File: config.mk
export PLATFORM = sky130hd
export DESIGN_NAME = pss_sequencer
export DESIGN_NICKNAME = d
export VERILOG_FILES = /design/src/core/pss_pkg.sv /design/src/core/pss_sequencer.sv
export VERILOG_INCLUDE_DIRS = /design/src /design/src/core
export SDC_FILE = /design/constraint.sdc
export NUM_CORES = 1
export LEC_CHECK = 0
export BUFFER_PORTS_ARGS = -buffer_cell sky130_fd_sc_hd__buf_2
export CORE_ASPECT_RATIO = 1.5
export CORE_UTILIZATION = 56
export DETAILED_ROUTE_END_ITERATION = 16
export PLACE_DENSITY = 0.76
export SLEW_MARGIN = 5
export SYNTH_ARGS = -nofsm -noshare
export SYNTH_HDL_FRONTEND = slang
export SYNTH_SLANG_ARGS = --single-unit
File: constraint.sdc
create_clock -name clk -period 2.2 [get_ports clk]
set_input_delay 0.44 -clock clk [delete_from_list [all_inputs] [get_ports clk]]
set_output_delay 0.44 -clock clk [all_outputs]
set_load 0.01 [all_outputs]
File: src/core/pss_defines.svh
/*
 * timing counts and LED blink divisors for the supply sequencer.
 * assumes a 100 MHz clock; all times reduce to 1 ms ticks.
 */
// Behaviour
// main output off one second after power-good drops
// start/stop by AC or by enable request
// main regulation 5 to 400 ms after enable
// power-good drops within 5 ms of disable
// power-good 100 to 500 ms after regulation
// power-good drops 1 ms before rails leave regulation
// power-good low at least 100 ms per cycle
// power-good held 10 ms after AC loss
// main rail 50 to 1000 ms after standby
// standby regulated within 1500 ms of AC
// all rails regulated within 3000 ms of AC
// alert asserted within 2 ms of AC loss
// hot standby switches off output OR-ing gate
// solid green when on, dark without AC
// 1 Hz green blink for standby or hot standby
// solid yellow when cord pulled, peer powered
// 1 Hz yellow blink for warnings
// solid yellow after critical shutdown
// 2 Hz green blink in firmware upload
// enable request is active low
// toggling enable clears latched faults
// alert low on any shutdown or warning; code drives it low only on faults, warnings and AC loss
// power-good only while all rails regulate
// blink from divided clock, equal halves
// LED priority critical, warning, then others
`ifndef PSS_DEFINES_SVH
`define PSS_DEFINES_SVH

// ----------------------------------------------------------------
// time base
// ----------------------------------------------------------------
`define PSS_CLK_MHZ        100
`define PSS_TICK_NS        1000000
`define PSS_TICK_CYC       (`PSS_TICK_NS * `PSS_CLK_MHZ / 1000)

// ----------------------------------------------------------------
// sequencing times in ms
// ----------------------------------------------------------------
`define PSS_OFF_MIN_MS     1000
`define PSS_MAIN_ON_MS     20
`define PSS_SB_MAIN_MS     60
`define PSS_PG_ON_MS       150
`define PSS_PG_LOW_MS      100
`define PSS_PG_HOLD_MS     10
`define PSS_PG_LEAD_MS     2
`define PSS_ALERT_MS       2
`define PSS_BLINK1_MS      500
`define PSS_BLINK2_MS      250

`endif

File: src/core/pss_pkg.sv
/*
 * types for the supply sequencer.
 * assumes nothing beyond the defines header.
 */
package pss_pkg;

    typedef enum logic [2:0] {
        PSS_OFF     = 3'b000,
        PSS_SB_UP   = 3'b001,
        PSS_MAIN_UP = 3'b010,
        PSS_PG_WAIT = 3'b011,
        PSS_ON      = 3'b100,
        PSS_PG_DROP = 3'b101,
        PSS_RAIL_DN = 3'b110,
        PSS_REST    = 3'b111
    } pss_state_e;

    typedef enum logic [1:0] {
        PSS_LED_DARK   = 2'b00,
        PSS_LED_GREEN  = 2'b01,
        PSS_LED_YELLOW = 2'b10
    } pss_led_e;

    typedef struct packed {
        logic ac_ok;
        logic standby_ok;
        logic main_ok;
        logic peer_ac;
        logic warning;
        logic critical;
        logic fw_upload;
        logic hot_standby_req;
    } pss_sense_s;

    typedef struct packed {
        logic     standby_rail_en;
        logic     main_rail_en;
        logic     oring_en;
        logic     power_good;
        logic     attention_out_n;
        pss_led_e led;
    } pss_drive_s;

endpackage

File: src/core/pss_sequencer.sv
/*
 * power-up/down sequencer, power-good, alert and status LED.
 * assumes rail status and fault inputs come from analogue sense
 * logic off this clock domain and are synchronised here.
 */
`timescale 1ns/100ps
`include "pss_defines.svh"

module pss_sequencer #(
    parameter int TICK_CYC = `PSS_TICK_CYC
) (
    // clock, reset and enable
    input  wire logic           clk,
    input  wire logic           reset,
    input  wire logic           clk_en,
    // host and sense pins
    input  wire logic           output_enable_request_n,
    input  wire pss_pkg::pss_sense_s sense,
    // drives
    output pss_pkg::pss_drive_s drive
);
    import pss_pkg::*;

    // ----------------------------------------------------------------
    // state
    // ----------------------------------------------------------------
    typedef struct packed {
        pss_sense_s s1;
        pss_sense_s s2;
        logic       en1;
        logic       en2;
        logic       en_prev;
        pss_state_e st;
        logic [31:0] div;
        logic       tick;
        logic [11:0] ms;
        logic [11:0] rest_ms;
        logic [9:0] blink;
        logic       latched;
        logic       ac_lost;
        logic [3:0] ac_ms;
        pss_drive_s o;
    } pss_reg_s;

    pss_reg_s r;
    pss_reg_s next_r;

    always_comb begin
        logic       en;
        logic       rails_ok;
        logic       fault;
        logic       b1;
        logic       b2;
        pss_sense_s s;
        en = 1'b0;
        rails_ok = 1'b0;
        fault = 1'b0;
        b1 = 1'b0;
        b2 = 1'b0;
        s = '0;
        next_r = r;
        s = r.s2;
        en = r.en2;
        // two-flop synchronisers; first stage feeds only the second
        next_r.s1 = sense;
        next_r.s2 = r.s1;
        next_r.en1 = ~output_enable_request_n;
        next_r.en2 = r.en1;
        next_r.en_prev = en;

        // ----------------------------------------------------------------
        // millisecond tick and counters
        // ----------------------------------------------------------------
        next_r.tick = 1'b0;
        if (r.div >= 32'(TICK_CYC - 1)) begin
            next_r.div = '0;
            next_r.tick = 1'b1;
        end else begin
            next_r.div = r.div + 32'd1;
        end
        if (r.tick) begin
            if (r.ms != 12'hFFF)
                next_r.ms = r.ms + 12'h001;
            if (r.rest_ms != 12'hFFF)
                next_r.rest_ms = r.rest_ms + 12'h001;
            next_r.blink = r.blink + 10'h001;
            if (r.ac_lost && r.ac_ms != 4'hF)
                next_r.ac_ms = r.ac_ms + 4'h1;
        end

        // ----------------------------------------------------------------
        // faults and AC loss
        // ----------------------------------------------------------------
        if (s.critical)
            next_r.latched = 1'b1;
        else if (en != r.en_prev)
            next_r.latched = 1'b0;
        fault = r.latched | s.critical;
        if (!s.ac_ok) begin
            next_r.ac_lost = 1'b1;
        end else begin
            next_r.ac_lost = 1'b0;
            next_r.ac_ms = '0;
        end
        rails_ok = s.standby_ok & s.main_ok;

        // ----------------------------------------------------------------
        // sequencer
        // ----------------------------------------------------------------
        case (r.st)
        PSS_OFF: begin
            next_r.o.main_rail_en = 1'b0;
            next_r.o.power_good = 1'b0;
            if (s.ac_ok) begin
                next_r.o.standby_rail_en = 1'b1;
                next_r.st = PSS_SB_UP;
                next_r.ms = '0;
            end
        end
        PSS_SB_UP: begin
            if (!s.ac_ok) begin
                next_r.st = PSS_OFF;
                next_r.o.standby_rail_en = 1'b0;
            end else if (s.standby_ok && en && !fault &&
                         r.rest_ms >= 12'(`PSS_OFF_MIN_MS) &&
                         r.ms >= 12'(`PSS_SB_MAIN_MS)) begin
                next_r.o.main_rail_en = 1'b1;
                next_r.st = PSS_MAIN_UP;
                next_r.ms = '0;
            end else if (!(s.standby_ok && en)) begin
                // delay counts from both standby good and enable
                next_r.ms = '0;
            end
        end
        PSS_MAIN_UP: begin
            if (!en || fault || !s.ac_ok) begin
                next_r.st = PSS_RAIL_DN;
            end else if (rails_ok) begin
                next_r.st = PSS_PG_WAIT;
                next_r.ms = '0;
            end
        end
        PSS_PG_WAIT: begin
            if (!en || fault || !s.ac_ok || !rails_ok) begin
                next_r.st = PSS_RAIL_DN;
            end else if (r.ms >= 12'(`PSS_PG_ON_MS)) begin
                next_r.o.power_good = 1'b1;
                next_r.st = PSS_ON;
            end
        end
        PSS_ON: begin
            if (!rails_ok || fault) begin
                next_r.o.power_good = 1'b0;
                next_r.st = PSS_PG_DROP;
                next_r.ms = '0;
            end else if (!en) begin
                next_r.o.power_good = 1'b0;
                next_r.st = PSS_PG_DROP;
                next_r.ms = '0;
            end else if (r.ac_lost &&
                         r.ac_ms >= 4'(`PSS_PG_HOLD_MS + 1)) begin
                next_r.o.power_good = 1'b0;
                next_r.st = PSS_PG_DROP;
                next_r.ms = '0;
            end
        end
        PSS_PG_DROP: begin
            // rails stay up until power-good has led them down
            if (r.ms >= 12'(`PSS_PG_LEAD_MS))
                next_r.st = PSS_RAIL_DN;
        end
        PSS_RAIL_DN: begin
            next_r.o.power_good = 1'b0;
            next_r.o.main_rail_en = 1'b0;
            next_r.rest_ms = '0;
            next_r.st = PSS_REST;
        end
        PSS_REST: begin
            // one second covers the 100 ms power-good low time too
            if (r.rest_ms >= 12'(`PSS_OFF_MIN_MS) &&
                r.rest_ms >= 12'(`PSS_PG_LOW_MS)) begin
                next_r.st = s.ac_ok ? PSS_SB_UP : PSS_OFF;
                next_r.o.standby_rail_en = s.ac_ok;
                next_r.ms = '0;
            end
        end
        default: next_r.st = PSS_OFF;
        endcase

        // OR-ing gate off whenever hot standby is requested or main is off
        next_r.o.oring_en = next_r.o.main_rail_en &
                            ~s.hot_standby_req;

        // alert is OR of latched or critical fault, warning and AC-loss
        next_r.o.attention_out_n = ~(fault | s.warning |
                                     ~s.ac_ok);

        // ----------------------------------------------------------------
        // LED
        // ----------------------------------------------------------------
        b1 = r.blink[9];
        b2 = r.blink[8];
        if (fault)
            next_r.o.led = PSS_LED_YELLOW;
        else if (s.warning)
            next_r.o.led = b1 ? PSS_LED_YELLOW : PSS_LED_DARK;
        else if (!s.ac_ok)
            next_r.o.led = s.peer_ac ? PSS_LED_YELLOW
                                     : PSS_LED_DARK;
        else if (s.fw_upload)
            next_r.o.led = b2 ? PSS_LED_GREEN : PSS_LED_DARK;
        else if (r.st == PSS_ON && !s.hot_standby_req)
            next_r.o.led = PSS_LED_GREEN;
        else
            next_r.o.led = b1 ? PSS_LED_GREEN : PSS_LED_DARK;
    end

    always_ff @(posedge clk) begin
        if (reset) begin
            r <= '0;
            r.rest_ms <= 12'(`PSS_OFF_MIN_MS);
            r.o.attention_out_n <= 1'b1;
        end else if (clk_en) begin
            r <= next_r;
        end
    end

    assign drive = r.o;

endmodule

=== After elaboration in Yosys (flattened, before gate mapping) ===
Cells that the tools add are included.

* Reduce and logical (&&, ||, !) cells: 33
* Bitwise operators: 9
* Order comparisons: 7
* Eq/ne operators: 21
* Muxes and demuxes: 59
* $add $sub $neg: 5

{| class="wikitable"
|+ Operators with widths
! kind !! number
|-
| $mux W12 || 13
|-
| $pmux W12 S5 || 1
|-
| $mux W3 || 12
|-
| $mux W34 || 1
|-
| $add A32 B1 Y32 const B || 1
|-
| $ge A32 B17 Y1 const B || 1
|-
| $mux W32 || 1
|-
| $add A12 B1 Y12 const B || 2
|-
| $ne A12 B12 Y1 const B || 2
|-
| $pmux W3 S8 || 1
|-
| $mux W1 || 19
|-
| $eq A3 B3 Y1 const B || 4
|-
| $ge A12 B10 Y1 const B || 1
|-
| $ge A12 B2 Y1 const B || 1
|-
| $ge A12 B6 Y1 const B || 1
|-
| $ge A12 B7 Y1 const B || 1
|-
| $ge A12 B8 Y1 const B || 1
|-
| $mux W4 || 3
|-
| $ne A2 B2 Y1 const B || 6
|-
| $add A10 B1 Y10 const B || 1
|-
| $mux W2 || 5
|-
| $reduce_and A5 Y1 || 2
|-
| $reduce_bool A2 Y1 || 5
|-
| $ne A3 B3 Y1 const B || 3
|-
| other kinds (20) || 46
|}

* Bits in registers: 102
* Output and inout port bits: 7
* Bits of input ports: 12
* Logic and storage cells: 168

=== Logic depth before layout (Yosys ltp) ===
Gate-level depths: netlist of run 1.

* Depth in word-level cells: 9
* Mapped depth: 7

=== Least setup slack after synthesis of run 1 ===
Ideal clock, no wire load.

* Kind: register to register
* Start: reg r[60] (netlist name)
* End: reg r[78] (netlist name)
* Data arrival time: 2.015 ns
* Setup time: 0.086 ns
* Setup slack: 0.100 ns
* Period minus slack after synthesis: 2.100 ns
* Stages on the path, launching flop included: 7
* Path buffers: 1
* Path through: dfxtp_1 nand3_2 or3_1 buf_6 or3_4 or4_1 a211oi_1

* Cells in the longest elaborated chain, start to end: 2
* Elaborated cells between the ends (all ways): 3

{| class="wikitable"
|+ Ends and longest elaborated chain
! element !! line !! text
|-
| start: declaration || pss_sequencer.sv:45 || <nowiki>pss_reg_s r;</nowiki>
|-
| start signal: assignment || pss_sequencer.sv:224 || <nowiki>r <= next_r;</nowiki>
|-
| $add A32 B1 Y32 or $ge A32 B17 Y1 (tied branches) || pss_sequencer.sv:79, pss_sequencer.sv:75 ||
|-
| $mux W32 (*) || pss_sequencer.sv:75 || <nowiki>if (r.div >= 32'(TICK_CYC - 1)) begin</nowiki>
|}

Every way passes the cells marked *; elsewhere a longest branch is shown, timed or not.
A chain may end at the register's enable or synchronous reset.

=== Worst setup path in the final report of run 1 ===
* Start: reg r[62] (netlist name)
* End: reg r[78] (netlist name)

Same word-level chain as after synthesis.

==> flow_metrics.env, run 1 <==
export IMPL_outcome="complete, no violations"
export IMPL_p_per_area_mw_per_mm2=654.8
export IMPL_grt_pass1_vias=4377
export IMPL_cts_tree="yes"
export IMPL_grt_first_pass_wirelength_um=19320
export IMPL_crit_type="reg2reg"
export IMPL_p_leak_uw=0.002099
export IMPL_cp_data_arrival_time_ps=2370
export IMPL_ios=19
export IMPL_clock_skew_ps=8.506
export IMPL_placed_cell_area_mm2=0.005386
export IMPL_vias_per_cell=6.059
export IMPL_die_x_um=79.81
export IMPL_post_cts_buffers=0
export IMPL_numCtsBuffers=9
export IMPL_cts_root_buf="clkbuf_16"
export IMPL_min_period_ps=2105
export IMPL_drive_above_1_share_pct=12.68
export IMPL_hpwl_um=7867
export IMPL_htree_levels=3
export IMPL_start_util_pct=57.60
export IMPL_clock_sinks=102
export IMPL_cts_buffer_depth=2
export IMPL_area_growth_pct=12.23
export IMPL_cp_end_kind="flop"
export IMPL_hp_class="in2reg"
export IMPL_syn_avg_cell_area_um2=8.419
export IMPL_yosysSeqAreaShare_pct=40.16
export IMPL_die_height_um=118.7
export IMPL_fin_crit_sh_pct=95.68
export IMPL_netlist_area_mm2=0.005085
export IMPL_grt_usage_pct=25.41
export IMPL_die_area_mm2=0.009473
export IMPL_finalHoldViolCount=0
export IMPL_wl_um=11500
export IMPL_slew_headroom_pct=59.96
export IMPL_synthCells=604
export IMPL_drc_errors=0
export IMPL_gp_congestion=0.9260
export IMPL_num_vias=4490
export IMPL_critPathRequiredTime_ps=2460
export IMPL_fp_row_count=42
export IMPL_r2r_slack_ps=100
export IMPL_drv_slew=0
export IMPL_synth_edf_count=0
export IMPL_setup_violations=0
export IMPL_nNetsFinal=645
export IMPL_grt_start_max_net_pins=37
export IMPL_antenna_found_initial=0
export IMPL_synth_seq_cells=102
export IMPL_ys_flop_type="dfxtp_1"
export IMPL_grt_overflow=0
export IMPL_fmax_ghz=0.4751
export IMPL_dp_slack_ps=-29.50
export IMPL_clkLatencyLatePin_ps=350
export IMPL_drtAntennaViolNets=0
export IMPL_rsz0062_at_grt="no"
export IMPL_syn_nets=623
export IMPL_layout_setup_ws_ps=95.07
export IMPL_core_region_area_mm2=0.008828
export IMPL_async_reset_ff_share_pct=0
export IMPL_cap_violations=0
export IMPL_dr_pass1_iters=5
export IMPL_synth_warnings=0
export IMPL_yosysUniqueCellTypes=63
export IMPL_tightest_slew_ps=585.5
export IMPL_drtIter0Drc=235
export IMPL_worstPathMaxFanout=4
export IMPL_routed_wire_length_per_instance_um=15.52
export IMPL_numPortBuffers=18
export IMPL_ir_drop_mv=0.5165
export IMPL_fin_area_mm2=0.005707
export IMPL_clk_pin_slew_worst_paths_ps=70
export IMPL_crit_path_start_kind="flop"
export IMPL_antenna_cells=0
-- cells in the mapped netlist (all sizes together) (4+ instances only) --
| cell | n | area (µm²) |
|---|---|---|
| a211oi | 9 | 67.56 |
| a21o | 4 | 30.03 |
| a21oi | 21 | 105.1 |
| a221o | 5 | 50.05 |
| a311oi | 5 | 43.79 |
| a31oi | 6 | 37.54 |
| and2 | 4 | 25.02 |
| and3 | 10 | 62.56 |
| and4 | 5 | 43.79 |
| buf | 14 | 92.59 |
| clkbuf | 26 | 97.59 |
| dfxtp | 102 | 2042 |
| ha | 7 | 87.58 |
| inv | 23 | 86.33 |
| mux2i | 22 | 220.2 |
| nand2 | 41 | 153.9 |
| nand2b | 5 | 31.28 |
| nand3 | 23 | 120.1 |
| nand4 | 21 | 131.4 |
| nor2 | 68 | 255.2 |
| nor3 | 46 | 230.2 |
| nor3b | 5 | 37.54 |
| nor4 | 10 | 62.56 |
| o211ai | 4 | 30.03 |
| o21ai | 17 | 85.08 |
| o31ai | 4 | 30.03 |
| or3 | 4 | 30.03 |
| or4 | 6 | 46.30 |
| xnor2 | 28 | 245.2 |
| xor2 | 16 | 140.1 |
-- registers in the layout, summed over array words and instances, names as in the netlist --
name    flops
drive       7
next_r     10
r          85
-- area by class of cell --
cell class	count	area, µm²
clock buffers	9	225.2
clock inverters	7	78.83
fillers	723	3122
inverters	23	86.33
multi-input cells	439	2784
flip-flops and latches	102	2044
well taps	110	137.6
repair buffers	51	350.3
-- cells in the final DEF, fill, tap and decap left out, types with 6 or more instances in the layout --
master and n:
a211oi_1 8, a21oi_1 20, a31oi_1 6, and3_1 10, buf_2 18, buf_4 32, clkbuf_16 9, dfxtp_1 100
ha_1 7, inv_1 23, mux2i_1 22, nand2_1 41, nand3_1 22, nand4_1 21, nor2_1 68, nor3_1 46
nor4_1 10, o21ai_0 16, xnor2_1 28, xor2_1 16
-- per-layer routing --
metal	track usage [%]	up-vias	share of wire [%]
li1	-	2231	-
met1	29.27	2091	42
met2	43.70	140	50
met3	6.255	28	5.3
met4	10.83	0	2.2
met5	0	-	0
-- worst max-delay path: stages (launching register included) --
cell and delay, ps:
dfxtp_1 400, nand3_2 110, or3_1 390, or3_4 400, or4_1 490, a211oi_1 230
-- final timing paths --
path / cells after the start / startpoint / endpoint
max: 5 / r[62] / r[78]
min: 2 / output_enable_request_n / next_r[84]
max reg2reg: 5 / r[62] / r[78]
min reg2reg: 1 / drive[2] / drive[2]
-- where the power goes --
part           switching [µW]  internal [µW]  leakage, µW
Clock                     719            896     0.000151
Combinational             121           84.7      0.00112
Sequential               35.2           1880     0.000827
Total                     876           2860      0.00210
-- cells by family (layout without fill, tap and decap cells) --
kind of cell | after synthesis | count (layout) | share of synthesized area, %
xor+xnor | 44 | 44 | 7.579
buf+inv | 63 | 90 | 5.438
simple gates | 260 | 260 | 26.03
compound gates | 105 | 105 | 14.52
fa+ha+maj | 7 | 7 | 1.722
flops | 102 | 102 | 40.16
mux | 23 | 23 | 4.552
-- per-stage QoR --
stage / hold slack [ps] / std cells / utilization (%) / setup TNS (ps) / total power, µW
after CTS: 274.2 / 741 / 64.51 / 0 / 3764
after global routing: 283.5 / 741 / 64.64 / 0 / 3877
after global placement: 445.6 / 725 / 61.01 / 0 / 2152
final: 281.1 / 741 / 64.64 / 0 / 3736
after floorplan: 441.0 / 604 / - / 0 / 2090
after detailed placement: 454.4 / 725 / 61.01 / -35.30 / 2158
-- what timing repair did --
item                                    CTS  global route
pin swaps                                 0             0
hold buffers                              0             0
gates resized for setup                   1             3
endpoints found under the setup margin    1             2
Power figures use the tool's default switching activity.
==> run 2, diff against run 1 <==
--- a/config.mk
+++ b/config.mk
@@ -8,9 +8,8 @@
 export LEC_CHECK = 0
 export BUFFER_PORTS_ARGS = -buffer_cell sky130_fd_sc_hd__buf_2
 export CORE_ASPECT_RATIO = 1.5
-export CORE_UTILIZATION = 56
+export CORE_UTILIZATION = 45
 export DETAILED_ROUTE_END_ITERATION = 16
-export PLACE_DENSITY = 0.76
 export SLEW_MARGIN = 5
 export SYNTH_ARGS = -nofsm -noshare
 export SYNTH_HDL_FRONTEND = slang
==> flow_metrics.env, run 2 (synthesized netlist as in run 1, its figures left out) <==
export IMPL_clock_skew_ps=10.23
export IMPL_clk_pin_slew_worst_paths_ps=80
export IMPL_largest_register="r"
export IMPL_routed_wire_length_per_instance_um=15.01
export IMPL_ff_latch_area_mm2=0.002046
export IMPL_p_per_area_mw_per_mm2=640.0
export IMPL_p_total_uw=3692
export IMPL_grt_first_pass_wirelength_um=20260
export IMPL_drv_slew=0
export IMPL_setup_violations=0
export IMPL_layout_commonest_cell="dfxtp_1"
export IMPL_finalHoldViolCount=0
export IMPL_mostFrequentLayoutCells="99 x dfxtp_1, 68 x nor2_1, 46 x nor3_1, 41 x nand2_1, 36 x buf_4"
export IMPL_grt_pass1_vias=4294
export IMPL_dp_slack_ps=25.57
export IMPL_drive_above_1_share_pct=13.56
export IMPL_ios=19
export IMPL_drc_errors=0
export IMPL_crit_type="reg2reg"
export IMPL_outcome="complete, no violations"
export IMPL_post_cts_buffers=0
export IMPL_vias_per_cell=5.708
export IMPL_grt_overflow=0
export IMPL_max_stage_delay_ps=540
export IMPL_rsz0062_at_grt="no"
export IMPL_layout_setup_ws_ps=107.3
export IMPL_dr_pass1_iters=6
export IMPL_crit_path_top_delay_cell="or4_4"
export IMPL_cap_violations=0
export IMPL_min_period_ps=2093
export IMPL_hpwl_um=8534
export IMPL_cp_end_kind="flop"
export IMPL_p_leak_uw=0.002112
export IMPL_fin_crit_sh_pct=95.12
export IMPL_htree_levels=3
export IMPL_numCtsBuffers=9
export IMPL_fillers=1047
export IMPL_cts_root_buf="clkbuf_16"
export IMPL_final_setup_tns_ps=0
export IMPL_core_region_area_mm2=0.01100
export IMPL_fp_row_count=47
export IMPL_grt_start_max_net_pins=35
export IMPL_die_height_um=132.2
export IMPL_multiInputGateArea_mm2=0.002793
export IMPL_dr_max_layer_used="met4"
export IMPL_cts_tree="yes"
export IMPL_die_x_um=88.80
export IMPL_start_util_pct=46.24
export IMPL_clkLatencyLatePin_ps=350
export IMPL_cts_resized=0
export IMPL_worstPathMaxFanout=12
export IMPL_cp_cell_sequence="or4_4 -> o311a_1 -> a21o_1 -> a31o_4 -> a311oi_1"
export IMPL_clock_sinks=102
export IMPL_met2WireLength_um=6054
export IMPL_tightest_slew_ps=585.1
export IMPL_routed_wl_met3_um=301
export IMPL_num_vias=4458
export IMPL_die_area_mm2=0.01174
export IMPL_area_growth_pct=13.43
export IMPL_slew_headroom_pct=60.92
export IMPL_drtIter0Drc=345
export IMPL_nNetsFinal=648
export IMPL_antenna_found_initial=0
export IMPL_largest_reg_flops=85
export IMPL_grt_usage_pct=21.64
export IMPL_cts_buffer_depth=2
export IMPL_cp_data_arrival_time_ps=2350
export IMPL_crit_path_start_kind="flop"
export IMPL_ir_drop_mv=0.4298
export IMPL_cts_hold_buf=0
export IMPL_fmax_ghz=0.4779
export IMPL_numPortBuffers=18
export IMPL_critPathRequiredTime_ps=2450
export IMPL_gp_congestion=0.8749
export IMPL_drtAntennaViolNets=0
export IMPL_hp_class="in2reg"
export IMPL_wirelength_met1_um=5133
export IMPL_antenna_cells=0
export IMPL_wl_um=11720
## run 2: changes by cell type in the layout (fill, tap and decap cells not counted)
cell / change
a211oi_2: +1
inv_8: +2
bufinv_16: -1
a211oi_1: -1
inv_6: -1
buf_4: +4
clkinv_2: -1
dfxtp_2: +1
buf_12: -1
clkinv_8: +1
dfxtp_1: -1
or4_4: +1
or4_1: -1
## run 2: worst max-delay path: cells and delay by family, from the launching register on
family	cells	cell delay (ps)
compound gates	4	1120
flops	1	350
simple gates	1	540
## run 2: routing by layer
layer  GRT usage [%]  vias to the layer above
met3           3.632                       20
met5               0                        -
met4           7.616                        0
met2           36.03                       87
li1                -                     2238
met1           27.76                     2113
## run 2: cell type report
cell class / instances / share of cell area (%)
Sequential cell: 102 / 35.47
Clock buffer: 9 / 3.905
Tap cell: 147 / 3.189
Timing Repair Buffer: 54 / 6.247
Clock inverter: 7 / 1.280
Multi-Input combinational cell: 439 / 48.42
Inverter: 23 / 1.497
## run 2: metrics by stage
step	hold WS [ps]	cell area, µm²	std cells	util [%]
final	285.8	5768	781	52.45
after global routing	270.3	5768	781	52.45
after CTS	277.1	5742	781	52.21
after detailed placement	461.7	5443	765	49.49
after global placement	456.5	5443	765	49.49
after floorplan	441.0	5085	604	-
## run 2: power breakdown
part | leakage [µW] | switching, µW | internal [µW]
logic | 0.00114 | 124 | 85.2
registers | 0.000828 | 31.7 | 1880
clock network | 0.000147 | 766 | 806
total | 0.00211 | 922 | 2770
## run 2: worst paths after layout
path                                    to  slack [ps]  depth (start not counted)               startpoint
worst max-delay path                 r[46]         110                          5                    r[43]
worst min-delay path            next_r[84]         290                          2  output_enable_request_n
worst min register to register       r[14]         480                          2                    r[14]
worst max register to register       r[46]         110                          5                    r[43]
